$ cat config.mk
export PLATFORM = sky130hd
export DESIGN_NAME = adcseq_top
export DESIGN_NICKNAME = d
export VERILOG_FILES = /design/src/hdl/adcseq_pkg.sv /design/src/hdl/adcseq_top.sv
export VERILOG_INCLUDE_DIRS = /design/src /design/src/hdl
export SDC_FILE = /design/constraint.sdc
export NUM_CORES = 1
export LEC_CHECK = 0
export BUFFER_PORTS_ARGS = -buffer_cell sky130_fd_sc_hd__buf_2
export CAP_MARGIN = 30
export CORE_MARGIN = 2
export CORE_UTILIZATION = 40
export DETAILED_ROUTE_END_ITERATION = 8
export GPL_TIMING_DRIVEN = 0
export MAX_ROUTING_LAYER = met4
export PLACE_DENSITY = 0.71
export SLEW_MARGIN = 30
export SYNTH_ARGS = -nofsm -noshare
export SYNTH_HDL_FRONTEND = slang
export SYNTH_SLANG_ARGS = --single-unit
$ cat constraint.sdc
create_clock -name clk -period 2.9 [get_ports clk]
set_input_delay 0.145 -clock clk [delete_from_list [all_inputs] [get_ports clk]]
set_output_delay 0.145 -clock clk [all_outputs]
set_load 0.02 [all_outputs]
$ cat src/hdl/adcseq_regs.svh
// register indices, field positions, reset values and timing counts
`ifndef ADCSEQ_REGS_SVH
`define ADCSEQ_REGS_SVH

`define ADCSEQ_ADDR_W          10
`define ADCSEQ_IDX_W           8

// register indices; the byte address is four times the index
`define ADCSEQ_IDX_CTRL        8'hB4
`define ADCSEQ_IDX_SEQ         8'hB5
`define ADCSEQ_IDX_EXTRA       8'hB6
`define ADCSEQ_IDX_AINEN       8'hB7
`define ADCSEQ_IDX_RESLO       8'hBA
`define ADCSEQ_IDX_RESHI       8'hBB

// converter_control_one fields
`define ADCSEQ_CTRL_EOC_BIT    7
`define ADCSEQ_CTRL_ST_BIT     6
`define ADCSEQ_CTRL_SRC_MSB    5
`define ADCSEQ_CTRL_SRC_LSB    4
`define ADCSEQ_CTRL_RSV_MSB    1
`define ADCSEQ_CTRL_RSV_LSB    0

// sequence and extra configuration fields (same layout)
`define ADCSEQ_CFG_REF_MSB     7
`define ADCSEQ_CFG_REF_LSB     6
`define ADCSEQ_CFG_DEC_MSB     5
`define ADCSEQ_CFG_DEC_LSB     4
`define ADCSEQ_CFG_CH_MSB      3
`define ADCSEQ_CFG_CH_LSB      0

// result byte layout
`define ADCSEQ_RES_W           14
`define ADCSEQ_RESLO_PAD       2'h0

// reset values
`define ADCSEQ_RST_SRC         2'h3
`define ADCSEQ_RST_RSV         2'h3
`define ADCSEQ_RST_SEQ         8'h10
`define ADCSEQ_RST_EXTRA       8'h00
`define ADCSEQ_RST_AINEN       8'h00
`define ADCSEQ_RST_RESULT      14'h0000

// timing
`define ADCSEQ_SYS_CLK_KHZ     200000
`define ADCSEQ_CONV_CLK_KHZ    4000
`define ADCSEQ_DIV_CYCLES      (`ADCSEQ_SYS_CLK_KHZ / `ADCSEQ_CONV_CLK_KHZ)
`define ADCSEQ_SETTLE_TICKS    10'd16
`define ADCSEQ_DEC_BASE        10'd64

// bus answers
`define ADCSEQ_RESP_OKAY       2'h0
`define ADCSEQ_RESP_SLVERR     2'h2

`endif

$ cat src/hdl/adcseq_pkg.sv
// types shared by the conversion sequencer
package adcseq_pkg;

	typedef enum logic [1:0] {
		ADCSEQ_SRC_EXT   = 2'b00,
		ADCSEQ_SRC_FULL  = 2'b01,
		ADCSEQ_SRC_TIMER = 2'b10,
		ADCSEQ_SRC_STBIT = 2'b11
	} adcseq_src_t;

	typedef enum logic [0:0] {
		ADCSEQ_IDLE = 1'b0,
		ADCSEQ_CONV = 1'b1
	} adcseq_state_t;

	typedef logic [3:0] adcseq_chan_t;

endpackage

$ cat src/hdl/adcseq_top.sv
// conversion sequencer with axi4-lite register slave
// Operation
// - end flag sets on finish, clears on high byte read
// - flag stays high over unread results
// - start bit starts sequence in mode 11
// - start bit reads one while sequence runs
// - start source select picks start event
// - last channel field ends the sequence
// - extra register write starts extra conversion
// - extra fields coded like sequence fields
// - results in two's complement
// - low byte bits 7:2, high byte 13:6
// - channel field reads result's channel
// - conversion clock is system clock over fifty
// - filter takes decimation-rate conversion periods
// - sixteen settling periods precede filtering
// - interrupt only on extra conversion finish
// - dma trigger only on sequence conversions
// - per-channel dma trigger for channels 0-7
// - any-channel dma trigger on sequence data
// - sequence range from last channel value
// - channel codes map inputs, pairs, internals
// - decimation codes 64, 128, 256, 512
// - disabled inputs skipped in sequence
//
// Our own choice: register access over AXI4-Lite.
`timescale 1ns/100ps
`include "adcseq_regs.svh"

module adcseq_top
	import adcseq_pkg::*;
(
	input  wire logic                       clk,
	input  wire logic                       srst,
	input  wire logic [`ADCSEQ_ADDR_W-1:0]  s_axi_awaddr,
	input  wire logic                       s_axi_awvalid,
	output logic                            s_axi_awready,
	input  wire logic [31:0]                s_axi_wdata,
	input  wire logic [3:0]                 s_axi_wstrb,
	input  wire logic                       s_axi_wvalid,
	output logic                            s_axi_wready,
	output logic [1:0]                      s_axi_bresp,
	output logic                            s_axi_bvalid,
	input  wire logic                       s_axi_bready,
	input  wire logic [`ADCSEQ_ADDR_W-1:0]  s_axi_araddr,
	input  wire logic                       s_axi_arvalid,
	output logic                            s_axi_arready,
	output logic [31:0]                     s_axi_rdata,
	output logic [1:0]                      s_axi_rresp,
	output logic                            s_axi_rvalid,
	input  wire logic                       s_axi_rready,
	input  wire logic                       externalTriggerPin,
	input  wire logic                       timerCompareEvent,
	input  wire logic [`ADCSEQ_RES_W-1:0]   convResult,
	output logic                            convTick,
	output logic                            convActive,
	output logic [3:0]                      convChannel,
	output logic [1:0]                      convReference,
	output logic [1:0]                      convDecimation,
	output logic                            extraDoneIrq,
	output logic [7:0]                      perChannelDmaTrigger,
	output logic                            anyChannelDmaTrigger
);

	localparam int DIV_CYCLES = `ADCSEQ_DIV_CYCLES;
	localparam logic [7:0] DIV_LAST = 8'(DIV_CYCLES - 1);

	// channel enable per input or differential pair; internals always on
	function automatic logic chanOn(
		input logic [3:0] c,
		input logic [7:0] en
	);
		logic on;
		if (c < 4'h8) begin
			on = en[c[2:0]];
		end else if (c < 4'hC) begin
			on = en[{c[1:0], 1'b0}] & en[{c[1:0], 1'b1}];
		end else begin
			on = 1'b1;
		end
		return on;
	endfunction

	// lowest enabled channel in [from, last]; bit 4 flags a hit
	function automatic logic [4:0] nextChan(
		input logic [4:0] from,
		input logic [3:0] last,
		input logic [7:0] en
	);
		logic [4:0] r;
		r = 5'h00;
		for (int i = 15; i >= 0; i--) begin
			if (5'(i) >= from && 4'(i) <= last && chanOn(4'(i), en)) begin
				r = {1'b1, 4'(i)};
			end
		end
		return r;
	endfunction

	// bus state
	logic                       awHave;
	logic                       next_awHave;
	logic [`ADCSEQ_IDX_W-1:0]   awIdx;
	logic [`ADCSEQ_IDX_W-1:0]   next_awIdx;
	logic                       wHave;
	logic                       next_wHave;
	logic [7:0]                 wData;
	logic [7:0]                 next_wData;
	logic                       wLane;
	logic                       next_wLane;
	logic                       next_awready;
	logic                       next_wready;
	logic [1:0]                 next_bresp;
	logic                       next_bvalid;
	logic                       next_arready;
	logic [31:0]                next_rdata;
	logic [1:0]                 next_rresp;
	logic                       next_rvalid;

	// registers
	logic [1:0]                 startSource;
	logic [1:0]                 next_startSource;
	logic [1:0]                 ctrlReserved;
	logic [1:0]                 next_ctrlReserved;
	logic [1:0]                 seqRef;
	logic [1:0]                 next_seqRef;
	logic [1:0]                 seqDec;
	logic [1:0]                 next_seqDec;
	adcseq_chan_t               seqLast;
	adcseq_chan_t               next_seqLast;
	logic [1:0]                 extraRef;
	logic [1:0]                 next_extraRef;
	logic [1:0]                 extraDec;
	logic [1:0]                 next_extraDec;
	adcseq_chan_t               extraChan;
	adcseq_chan_t               next_extraChan;
	logic [7:0]                 ainEnable;
	logic [7:0]                 next_ainEnable;
	logic [`ADCSEQ_RES_W-1:0]   result;
	logic [`ADCSEQ_RES_W-1:0]   next_result;
	adcseq_chan_t               resultChan;
	adcseq_chan_t               next_resultChan;
	logic                       eoc;
	logic                       next_eoc;

	// sequencer state
	adcseq_state_t              state;
	adcseq_state_t              next_state;
	logic                       seqActive;
	logic                       next_seqActive;
	logic                       isExtra;
	logic                       next_isExtra;
	logic                       extraPending;
	logic                       next_extraPending;
	logic                       extPrev;
	logic [7:0]                 divCnt;
	logic [7:0]                 next_divCnt;
	logic                       next_convTick;
	logic [9:0]                 phase;
	logic [9:0]                 next_phase;
	logic                       next_convActive;
	logic [3:0]                 next_convChannel;
	logic [1:0]                 next_convReference;
	logic [1:0]                 next_convDecimation;
	logic                       next_extraDoneIrq;
	logic                       next_anyDma;

	// combinational helpers
	logic                       wrFire;
	logic                       wrMapped;
	logic                       rdFire;
	logic [`ADCSEQ_IDX_W-1:0]   arIdx;
	logic                       stWrite;
	logic                       extraWrite;
	logic                       startEvent;
	logic                       finish;
	logic [9:0]                 lastPhase;
	logic [4:0]                 firstChan;
	logic [4:0]                 seqHit;
	logic [4:0]                 nextHit;
	logic [7:0]                 dmaHit;

	assign arIdx = s_axi_araddr[`ADCSEQ_ADDR_W-1:2];
	assign rdFire = s_axi_arvalid && s_axi_arready;
	assign wrFire = awHave && wHave && !s_axi_bvalid;
	assign wrMapped = awIdx == `ADCSEQ_IDX_CTRL || awIdx == `ADCSEQ_IDX_SEQ
		|| awIdx == `ADCSEQ_IDX_EXTRA || awIdx == `ADCSEQ_IDX_AINEN
		|| awIdx == `ADCSEQ_IDX_RESLO || awIdx == `ADCSEQ_IDX_RESHI;
	// settle then decimate; rate is 64 shifted by the 2-bit code
	assign lastPhase = `ADCSEQ_SETTLE_TICKS
		+ (`ADCSEQ_DEC_BASE << convDecimation) - 10'd1;
	assign finish = state == ADCSEQ_CONV && convTick && phase == lastPhase;
	assign firstChan = (seqLast < 4'h8) ? 5'h00
		: (seqLast <= 4'hC) ? 5'h08 : {1'b0, seqLast};
	assign seqHit = nextChan(firstChan, seqLast, ainEnable);
	assign nextHit = nextChan({1'b0, convChannel} + 5'h01, seqLast,
		ainEnable);

	generate
		for (genvar g = 0; g < 8; g++) begin : gDma
			assign dmaHit[g] = finish && !isExtra && convChannel == 4'(g);
		end
	endgenerate

	always_comb begin
		startEvent = 1'b0;
		case (adcseq_src_t'(startSource))
			ADCSEQ_SRC_EXT:   startEvent = externalTriggerPin && !extPrev;
			ADCSEQ_SRC_FULL:  startEvent = 1'b1;
			ADCSEQ_SRC_TIMER: startEvent = timerCompareEvent;
			ADCSEQ_SRC_STBIT: startEvent = stWrite;
			default:          startEvent = 1'b0;
		endcase
	end

	always_comb begin
		next_awHave = awHave;
		next_awIdx = awIdx;
		next_wHave = wHave;
		next_wData = wData;
		next_wLane = wLane;
		next_bresp = s_axi_bresp;
		next_bvalid = s_axi_bvalid;
		next_arready = s_axi_arready;
		next_rdata = s_axi_rdata;
		next_rresp = s_axi_rresp;
		next_rvalid = s_axi_rvalid;
		next_startSource = startSource;
		next_ctrlReserved = ctrlReserved;
		next_seqRef = seqRef;
		next_seqDec = seqDec;
		next_seqLast = seqLast;
		next_extraRef = extraRef;
		next_extraDec = extraDec;
		next_extraChan = extraChan;
		next_ainEnable = ainEnable;
		stWrite = 1'b0;
		extraWrite = 1'b0;

		// write side: address and data taken in either order
		if (s_axi_awvalid && s_axi_awready) begin
			next_awHave = 1'b1;
			next_awIdx = s_axi_awaddr[`ADCSEQ_ADDR_W-1:2];
		end
		if (s_axi_wvalid && s_axi_wready) begin
			next_wHave = 1'b1;
			next_wData = s_axi_wdata[7:0];
			next_wLane = s_axi_wstrb[0];
		end
		if (s_axi_bvalid && s_axi_bready) begin
			next_bvalid = 1'b0;
		end
		if (wrFire) begin
			next_awHave = 1'b0;
			next_wHave = 1'b0;
			next_bvalid = 1'b1;
			next_bresp = wrMapped ? `ADCSEQ_RESP_OKAY : `ADCSEQ_RESP_SLVERR;
			if (wLane) begin
				case (awIdx)
					`ADCSEQ_IDX_CTRL: begin
						next_startSource = wData[`ADCSEQ_CTRL_SRC_MSB:
							`ADCSEQ_CTRL_SRC_LSB];
						next_ctrlReserved = wData[`ADCSEQ_CTRL_RSV_MSB:
							`ADCSEQ_CTRL_RSV_LSB];
						stWrite = wData[`ADCSEQ_CTRL_ST_BIT]
							&& startSource == ADCSEQ_SRC_STBIT;
					end
					`ADCSEQ_IDX_SEQ: begin
						next_seqRef = wData[`ADCSEQ_CFG_REF_MSB:
							`ADCSEQ_CFG_REF_LSB];
						next_seqDec = wData[`ADCSEQ_CFG_DEC_MSB:
							`ADCSEQ_CFG_DEC_LSB];
						next_seqLast = wData[`ADCSEQ_CFG_CH_MSB:
							`ADCSEQ_CFG_CH_LSB];
					end
					`ADCSEQ_IDX_EXTRA: begin
						next_extraRef = wData[`ADCSEQ_CFG_REF_MSB:
							`ADCSEQ_CFG_REF_LSB];
						next_extraDec = wData[`ADCSEQ_CFG_DEC_MSB:
							`ADCSEQ_CFG_DEC_LSB];
						next_extraChan = wData[`ADCSEQ_CFG_CH_MSB:
							`ADCSEQ_CFG_CH_LSB];
						extraWrite = 1'b1;
					end
					`ADCSEQ_IDX_AINEN: begin
						next_ainEnable = wData;
					end
					default: begin
					end
				endcase
			end
		end
		// no new address while a response is owed
		next_awready = !next_awHave && !next_bvalid;
		next_wready = !next_wHave && !next_bvalid;

		// read side
		if (s_axi_rvalid && s_axi_rready) begin
			next_rvalid = 1'b0;
			next_arready = 1'b1;
		end
		if (rdFire) begin
			next_arready = 1'b0;
			next_rvalid = 1'b1;
			next_rresp = `ADCSEQ_RESP_OKAY;
			case (arIdx)
				`ADCSEQ_IDX_CTRL:
					next_rdata = {24'h000000, eoc, seqActive, startSource,
						2'h0, ctrlReserved};
				`ADCSEQ_IDX_SEQ:
					next_rdata = {24'h000000, seqRef, seqDec,
						resultChan};
				`ADCSEQ_IDX_EXTRA:
					next_rdata = {24'h000000, extraRef, extraDec, extraChan};
				`ADCSEQ_IDX_AINEN:
					next_rdata = {24'h000000, ainEnable};
				`ADCSEQ_IDX_RESLO:
					next_rdata = {24'h000000, result[5:0],
						`ADCSEQ_RESLO_PAD};
				`ADCSEQ_IDX_RESHI:
					next_rdata = {24'h000000, result[13:6]};
				default: begin
					next_rdata = 32'h00000000;
					next_rresp = `ADCSEQ_RESP_SLVERR;
				end
			endcase
		end
	end

	always_comb begin
		next_state = state;
		next_seqActive = seqActive;
		next_isExtra = isExtra;
		next_extraPending = extraPending;
		next_phase = phase;
		next_convActive = convActive;
		next_convChannel = convChannel;
		next_convReference = convReference;
		next_convDecimation = convDecimation;
		next_result = result;
		next_resultChan = resultChan;
		next_eoc = eoc;
		next_extraDoneIrq = 1'b0;
		next_anyDma = 1'b0;

		// divider: one 4 MHz enable every DIV_CYCLES clocks
		if (divCnt == DIV_LAST) begin
			next_divCnt = 8'h00;
			next_convTick = 1'b1;
		end else begin
			next_divCnt = divCnt + 8'h01;
			next_convTick = 1'b0;
		end

		// high byte read ends the result; a same-cycle finish wins below
		if (rdFire && arIdx == `ADCSEQ_IDX_RESHI) begin
			next_eoc = 1'b0;
		end

		case (state)
			ADCSEQ_IDLE: begin
				// a pending extra goes ahead of any new sequence
				if (extraPending) begin
					next_state = ADCSEQ_CONV;
					next_isExtra = 1'b1;
					next_extraPending = 1'b0;
					next_phase = 10'h000;
					next_convActive = 1'b1;
					next_convChannel = extraChan;
					next_convReference = extraRef;
					next_convDecimation = extraDec;
				end else if (startEvent && seqHit[4]) begin
					next_state = ADCSEQ_CONV;
					next_seqActive = 1'b1;
					next_isExtra = 1'b0;
					next_phase = 10'h000;
					next_convActive = 1'b1;
					next_convChannel = seqHit[3:0];
					next_convReference = seqRef;
					next_convDecimation = seqDec;
				end
			end
			ADCSEQ_CONV: begin
				// start events are not queued while busy
				if (convTick) begin
					next_phase = phase + 10'h001;
				end
				if (finish) begin
					next_phase = 10'h000;
					next_result = convResult;
					next_resultChan = convChannel;
					next_eoc = 1'b1;
					if (isExtra) begin
						next_extraDoneIrq = 1'b1;
						next_state = ADCSEQ_IDLE;
						next_convActive = 1'b0;
						next_isExtra = 1'b0;
					end else begin
						next_anyDma = 1'b1;
						if (nextHit[4]) begin
							next_convChannel = nextHit[3:0];
							next_convReference = seqRef;
							next_convDecimation = seqDec;
						end else begin
							next_state = ADCSEQ_IDLE;
							next_seqActive = 1'b0;
							next_convActive = 1'b0;
						end
					end
				end
			end
			default: begin
				next_state = ADCSEQ_IDLE;
			end
		endcase

		// written while busy, the extra waits for the current work
		if (extraWrite) begin
			next_extraPending = 1'b1;
		end
	end

	always_ff @(posedge clk) begin
		if (srst) begin
			awHave <= 1'b0;
			awIdx <= '0;
			wHave <= 1'b0;
			wData <= 8'h00;
			wLane <= 1'b0;
			s_axi_awready <= 1'b0;
			s_axi_wready <= 1'b0;
			s_axi_bresp <= `ADCSEQ_RESP_OKAY;
			s_axi_bvalid <= 1'b0;
			s_axi_arready <= 1'b0;
			s_axi_rdata <= 32'h00000000;
			s_axi_rresp <= `ADCSEQ_RESP_OKAY;
			s_axi_rvalid <= 1'b0;
			startSource <= `ADCSEQ_RST_SRC;
			ctrlReserved <= `ADCSEQ_RST_RSV;
			{seqRef, seqDec, seqLast} <= `ADCSEQ_RST_SEQ;
			{extraRef, extraDec, extraChan} <= `ADCSEQ_RST_EXTRA;
			ainEnable <= `ADCSEQ_RST_AINEN;
			result <= `ADCSEQ_RST_RESULT;
			resultChan <= 4'h0;
			eoc <= 1'b0;
			state <= ADCSEQ_IDLE;
			seqActive <= 1'b0;
			isExtra <= 1'b0;
			extraPending <= 1'b0;
			extPrev <= 1'b0;
			divCnt <= 8'h00;
			convTick <= 1'b0;
			phase <= 10'h000;
			convActive <= 1'b0;
			convChannel <= 4'h0;
			convReference <= 2'h0;
			convDecimation <= 2'h0;
			extraDoneIrq <= 1'b0;
			perChannelDmaTrigger <= 8'h00;
			anyChannelDmaTrigger <= 1'b0;
		end else begin
			awHave <= next_awHave;
			awIdx <= next_awIdx;
			wHave <= next_wHave;
			wData <= next_wData;
			wLane <= next_wLane;
			s_axi_awready <= next_awready;
			s_axi_wready <= next_wready;
			s_axi_bresp <= next_bresp;
			s_axi_bvalid <= next_bvalid;
			s_axi_arready <= next_arready || (!s_axi_arready
				&& !s_axi_rvalid && !next_rvalid);
			s_axi_rdata <= next_rdata;
			s_axi_rresp <= next_rresp;
			s_axi_rvalid <= next_rvalid;
			startSource <= next_startSource;
			ctrlReserved <= next_ctrlReserved;
			seqRef <= next_seqRef;
			seqDec <= next_seqDec;
			seqLast <= next_seqLast;
			extraRef <= next_extraRef;
			extraDec <= next_extraDec;
			extraChan <= next_extraChan;
			ainEnable <= next_ainEnable;
			result <= next_result;
			resultChan <= next_resultChan;
			eoc <= next_eoc;
			state <= next_state;
			seqActive <= next_seqActive;
			isExtra <= next_isExtra;
			extraPending <= next_extraPending;
			extPrev <= externalTriggerPin;
			divCnt <= next_divCnt;
			convTick <= next_convTick;
			phase <= next_phase;
			convActive <= next_convActive;
			convChannel <= next_convChannel;
			convReference <= next_convReference;
			convDecimation <= next_convDecimation;
			extraDoneIrq <= next_extraDoneIrq;
			perChannelDmaTrigger <= dmaHit;
			anyChannelDmaTrigger <= next_anyDma;
		end
	end

endmodule

# == Yosys cells after proc, flatten, opt, wreduce, memory -nomap -nowiden ==
# Index checks and enable logic that the tools add are counted.
# word_totals
out_inout_bits,61
wordCells,353
ff_bits,150
# classes
n_reduce_logical,112
muxes,105
bitwise_logic,6
shift,1
n_eq_ne,34
addsub,5
magnitude_cmp,50
# op_table
operator,count
$mux W5,32
$eq A8 B8 Y1 const B,12
$logic_and A1 B1 Y1,82
$pmux W8 S6,1
$ge A4 B5 Y1 const A,8
$mux W1,40
$mux W10,4
$ge A4 B4 Y1 const A,8
$le A4 B4 Y1 const A,8
$mux W4,7
$mux W2,12
$ge A3 B5 Y1 const A,4
$pmux W10 S2,1
$eq A4 B3 Y1 const B,4
$ge A3 B4 Y1 const A,4
$le A3 B4 Y1 const A,4
$reduce_and A3 Y1,5
$add A10 B1 Y10 const B,1
$add A5 B10 Y10 const A,1
$eq A10 B10 Y1,1
$ge A1 B5 Y1 const A,2
$ge A2 B5 Y1 const A,2
$shl A7 B2 Y10 const A,1
$sub A10 B1 Y10 const B,1
other kinds (33),68

# == Logic depth before layout (Yosys ltp) ==
# depth
depth_word,25
depth_mapped,13
mapped_depth_nobuf,10

# == Worst setup path before layout ==
# Ideal clock, no wire load.
# synth_path
kind,reg-to-reg
startpoint,register convChannel[0]
endpoint,register convChannel[2]
path_buffers,2
period_less_slack_ps,3234
stages_incl_launch_ff,12
arrival_ps,3112
slack_ps,-334
path_cell_list,dfxtp_1 clkbuf_1 inv_1 ha_1 or3b_1 o31ai_1 a21oi_1 a221oi_1 nor4b_4 a41oi_1 buf_2 o311a_1
# synth_between
elab_chain_cells,23
word_cells_on_any_way,67
# synth_lines
element,line,text
start: declaration,adcseq_top.sv:57,"output logic [3:0] convChannel,"
start signal: assignment,adcseq_top.sv:497,convChannel <= next_convChannel;
$add A4 B1 Y5 (*),adcseq_top.sv:196,"assign nextHit = nextChan({1'b0, convChannel} + 5'h01, seqLast,"
$ge A4 B5 Y1,adcseq_top.sv:93,"if (5'(i) >= from && 4'(i) <= last && chanOn(4'(i), en)) begin"
$logic_and A1 B1 Y1,adcseq_top.sv:93,
$mux W5 (15 in series),adcseq_top.sv:93,
$mux W5 (*),adcseq_top.sv:93,
$mux W4,adcseq_top.sv:400,if (nextHit[4]) begin
$mux W4,adcseq_top.sv:393,if (isExtra) begin
$mux W4,adcseq_top.sv:388,if (finish) begin
$pmux W4 S2,adcseq_top.sv:360,case (state)
# Mark *: on every way between the ends. The rest lies on a longest branch, timed or not. The select of a mux whose other input is x is not followed.
# A chain may end at the register's enable or synchronous reset.

# == Final worst setup path ==
# layout_path
startpoint,register convChannel[0]
endpoint,register convChannel[0]
# Same word-level chain as after synthesis.

==> impl_summary.log <==
INFO  metric result_of_the_run = finished with violations
INFO  metric violations_in_the_final_reports = negative hold slack, negative setup slack
INFO  metric final_nets = roughly 1000
INFO  metric antenna_cells = 0
INFO  metric post_route_utilization = 52.9%
INFO  metric detail_route.wl_per_cell = 15.6 um
INFO  metric worst-slew-pin-transition = approximately 860 ps
INFO  metric fraction_of_final_layout_cells_sized_beyond_drive_strength_1 = 21.5%
INFO  metric f_max = around 340 MHz
INFO  metric floorplan.initialDensity = about two fifths
INFO  metric cellInternalPower = about 3100 uW
INFO  metric yosysSeqAreaShare = roughly two fifths
INFO  metric worst_hold_slack = -0.518 ps
INFO  metric die_area = about 17000 um^2
INFO  metric final-hold-violation-count = 1
INFO  metric gr-total-overflow = 0
INFO  metric cts_max_level = 4
INFO  metric synth.top_cells.by_area = sky130_fd_sc_hd__dfxtp_1 38%, sky130_fd_sc_hd__mux2i_1 9.9%, sky130_fd_sc_hd__nor2_1 5.3%
INFO  metric critical-path-top-cell-by-count = sky130_fd_sc_hd__o31a_1
INFO  metric io_buffers = between 80 and 90
INFO  metric critPathLaunchType = flop
INFO  metric grt.total_usage = ~22%
INFO  metric clock-root-buffer = sky130_fd_sc_hd__clkbuf_16
INFO  metric max_cap_viol_count = 0
INFO  metric end_kind = flop
INFO  metric die-width = about 130 um
INFO  metric placedInstanceArea = 7250 um^2
INFO  metric total_leakage_power = ~0.0035 uW
INFO  metric first_global_vias = 5539
INFO  metric ir_drop = approximately 440 uV
INFO  metric clk_latency = 420 ps
INFO  metric p_per_area = between 400 and 500 nW/um^2
INFO  metric path_class_of_the_lowest_slack_min_delay_path = in2reg
INFO  metric synthCells = approximately 760
INFO  metric critical_path_required = approximately 3200 ps
INFO  metric routed_wirelength = roughly 18000 um
INFO  metric period_utilization = 100%
INFO  metric rsz0062_at_grt = yes
INFO  metric synth_common_cells = 124 x sky130_fd_sc_hd__dfxtp_1, 91 x sky130_fd_sc_hd__nor2_1, 86 x sky130_fd_sc_hd__nand2_1
INFO  metric setup_viol_count_final = 1
INFO  metric criticalPathCategory = reg2reg
INFO  metric synth-edff-count = 0
INFO  metric fp-row-count = between 40 and 50
INFO  metric synth_largest_type_area_fraction = 38.5%
INFO  metric pin_count = 140
INFO  metric clock_sinks = 124
INFO  metric net_switching_power = about 900 uW
INFO  metric relative_contribution_of_combinational_cells_to_total_power = under 10%
INFO  metric sw_frac_of_total = between 20% and 30%
INFO  metric fin_worst_skew = approximately 4.2 ps
INFO  metric timing.critical_path.fanout_max = 4
INFO  metric synth.most_common_cell = sky130_fd_sc_hd__dfxtp_1
INFO  metric area_of_the_mapped_netlist = ~6500 um^2
INFO  metric summed_area_of_non_filler_cells_in_the_final_layout = between 8000 and 9000 um^2
INFO  metric post-synth-top-area-cell = sky130_fd_sc_hd__dfxtp_1
INFO  metric clk_pin_slew_worst_paths = 50 ps
INFO  metric cts_tree = built
INFO  metric detailedPlacementHpwl = 12500 um
INFO  metric coreArea = 15800 um^2
INFO  metric period_needed = between 2000 and 3000 ps
INFO  metric crit_chain = clkbuf_16 > inv_8 > ha_4 > or3b_4 > o31ai_4 > a21oi_2 > a221oi_2 > nor4b_4 > a41oi_4 > buf_4 > o31a_1 > o31a_1
INFO  metric numCtsBuffers = 17
INFO  metric worst_path_largest_cell_delay = between 400 and 500 ps
INFO  metric largest_net_degree_at_the_start_of_global_routing = 17
INFO  metric first_pass_iters = 5
INFO  metric final.fill_count = 1473
INFO  metric final-max-slew-violation-count = 0
INFO  metric ys.warnings.count = 0
INFO  metric syn_avg_cell_area = between 8 and 9 um^2
INFO  metric crit_path_top_delay_cell = sky130_fd_sc_hd__or3b_4
INFO  metric slew-limit-headroom = about 42%
INFO  metric final.setup.worst_slack = -13.1 ps
INFO  metric synth_seq_cells = 124
INFO  metric drc_errors = 0
INFO  metric clock_power_share = about 50%
INFO  metric portion_of_total_power_attributed_to_sequential_cells = between 40% and 50%
INFO  metric synth_ff_type = sky130_fd_sc_hd__dfxtp_1
INFO  metric timing.critical_path.arrival = about 3200 ps
INFO  metric clk_path_buf_depth = 2
INFO  metric antenna_found_initial = 0
INFO  metric wire_length_of_the_first_global_routing_pass = 28100 um
INFO  metric async_reset_ff_share = 0%
INFO  metric drt_iter0_markers = 484
INFO  metric count_of_distinct_cell_types_in_the_synthesized_netlist = between 70 and 80
INFO  metric drt.antenna.violating_nets = 0
INFO  metric synthesis_to_finish_area_growth = 29.8%
INFO  metric die_h = 131 um
INFO  metric viasPerCell = around 5.2
INFO  metric num_vias = between 6000 and 7000
INFO  metric gp_congestion = between 0.9 and 1
-- critical path: cells and delay by family, from the launching register on --
family | cells | cell delay (ps)
adder cells (fa/ha/maj) | 1 | 240
AND/OR/NAND/NOR | 2 | 750
AO/OA/AOI/OAI | 6 | 1100
flip-flops | 1 | 360
buffers and inverters | 3 | 350
-- metal layers --
layer / routed length, um / global-route usage [%]
met4: 448 / 7.26
met5: 0 / -
met2: 7770 / 32.4
met3: 1130 / 5.37
met1: 8540 / 28.5
-- layout make-up --
class / instances / area [um^2] / area share, %
Multi-Input combinational cell: 578 / 3800 / 45.4
Inverter: 10 / 45.0 / 0.538
Sequential cell: 124 / 2490 / 29.7
Timing Repair Buffer: 121 / 781 / 9.32
Clock inverter: 7 / 62.6 / 0.747
Buffer: 70 / 432 / 5.16
Clock buffer: 25 / 495 / 5.92
Tap cell: 216 / 270 / 3.23
-- sequential cells by signal (all words and copies together), names as in the netlist, 4 cells and up --
signal / count
ainEnable: 8
s_axi_rdata: 8
seqLast: 4
result: 14
convChannel: 4
resultChan: 4
phase: 10
perChannelDmaTrigger: 8
awIdx: 8
wData: 8
extraChan: 4
divCnt: 8
-- cell families (layout without fill, tap and decap cells) --
| logic type | after synthesis | count (layout) | synth area share, % |
|---|---|---|---|
| other | 1 | 26 | 0.0581 |
| flip-flops | 124 | 124 | 38.5 |
| AO/OA/AOI/OAI | 168 | 168 | 17.7 |
| multiplexers | 69 | 69 | 11.5 |
| AND/OR/NAND/NOR | 293 | 293 | 22.2 |
| buffers and inverters | 80 | 233 | 6.67 |
| XOR/XNOR | 15 | 15 | 2.04 |
| adder cells (fa/ha/maj) | 7 | 7 | 1.36 |
-- power groups by stage --
stage	Clock [uW]	Sequential [uW]	Combinational, uW
6_report	1980	1750	255
5_1_grt	2090	1750	280
4_1_cts	2010	1750	250
3_5_place_dp	0	1790	218
3_3_place_gp	0	1790	216
2_1_floorplan	0	1790	139
-- what timing repair did --
| item | in CTS | in global routing |
|---|---|---|
| hold buffers | 31 | 0 |
| hold endpoints to repair | 31 | 0 |
| resized for setup | 30 | 13 |
| pin swaps | 5 | 9 |
| endpoints found under the setup margin | 15 | 35 |
| setup buffers | 8 | 0 |
-- stage by stage --
step           total power [uW]  setup slack, ps  instances  setup TNS (ps)
2_1_floorplan              1930             3.81        782               0
3_3_place_gp               2000             -666       1080           -6620
3_5_place_dp               2010             -664       1080           -6570
4_1_cts                    4010             -104       1151            -573
5_1_grt                    4120            -80.2       1151            -543
6_report                   3990            -13.1       1151           -13.1
-- worst paths after layout --
check,from,end,slack (ps),cells past startpoint
worst max register to register,convChannel[0]$_SDFFE_PP0P_,convChannel[0]$_SDFFE_PP0P_,-10,12
worst max-delay path,convChannel[0]$_SDFFE_PP0P_,convChannel[0]$_SDFFE_PP0P_,-10,12
worst min-delay path,convResult[9],result[9]$_SDFFE_PP0P_,-0.5,3
worst min register to register,awIdx[5]$_SDFFE_PP0P_,awIdx[5]$_SDFFE_PP0P_,450,2
-- cells in the final DEF, fill, tap and decap left out, types with 10 or more instances in the layout --
| master | count |
|---|---|
| sky130_fd_sc_hd__a21oi_1 | 45 |
| sky130_fd_sc_hd__nand2_1 | 86 |
| sky130_fd_sc_hd__o21ai_0 | 21 |
| sky130_fd_sc_hd__nor3_1 | 10 |
| sky130_fd_sc_hd__nor2_1 | 89 |
| sky130_fd_sc_hd__dfxtp_1 | 122 |
| sky130_fd_sc_hd__dlygate4sd3_1 | 31 |
| sky130_fd_sc_hd__clkbuf_16 | 18 |
| sky130_fd_sc_hd__nand3_1 | 14 |
| sky130_fd_sc_hd__a22o_1 | 11 |
| sky130_fd_sc_hd__xnor2_1 | 12 |
| sky130_fd_sc_hd__and3_1 | 12 |
| sky130_fd_sc_hd__mux2i_1 | 63 |
| sky130_fd_sc_hd__buf_4 | 36 |
| sky130_fd_sc_hd__conb_1 | 26 |
| sky130_fd_sc_hd__nor2b_1 | 13 |
| sky130_fd_sc_hd__buf_2 | 89 |
| sky130_fd_sc_hd__clkbuf_1 | 30 |
| sky130_fd_sc_hd__and2_1 | 11 |
No activity file was read; power rests on OpenSTA's default activity.
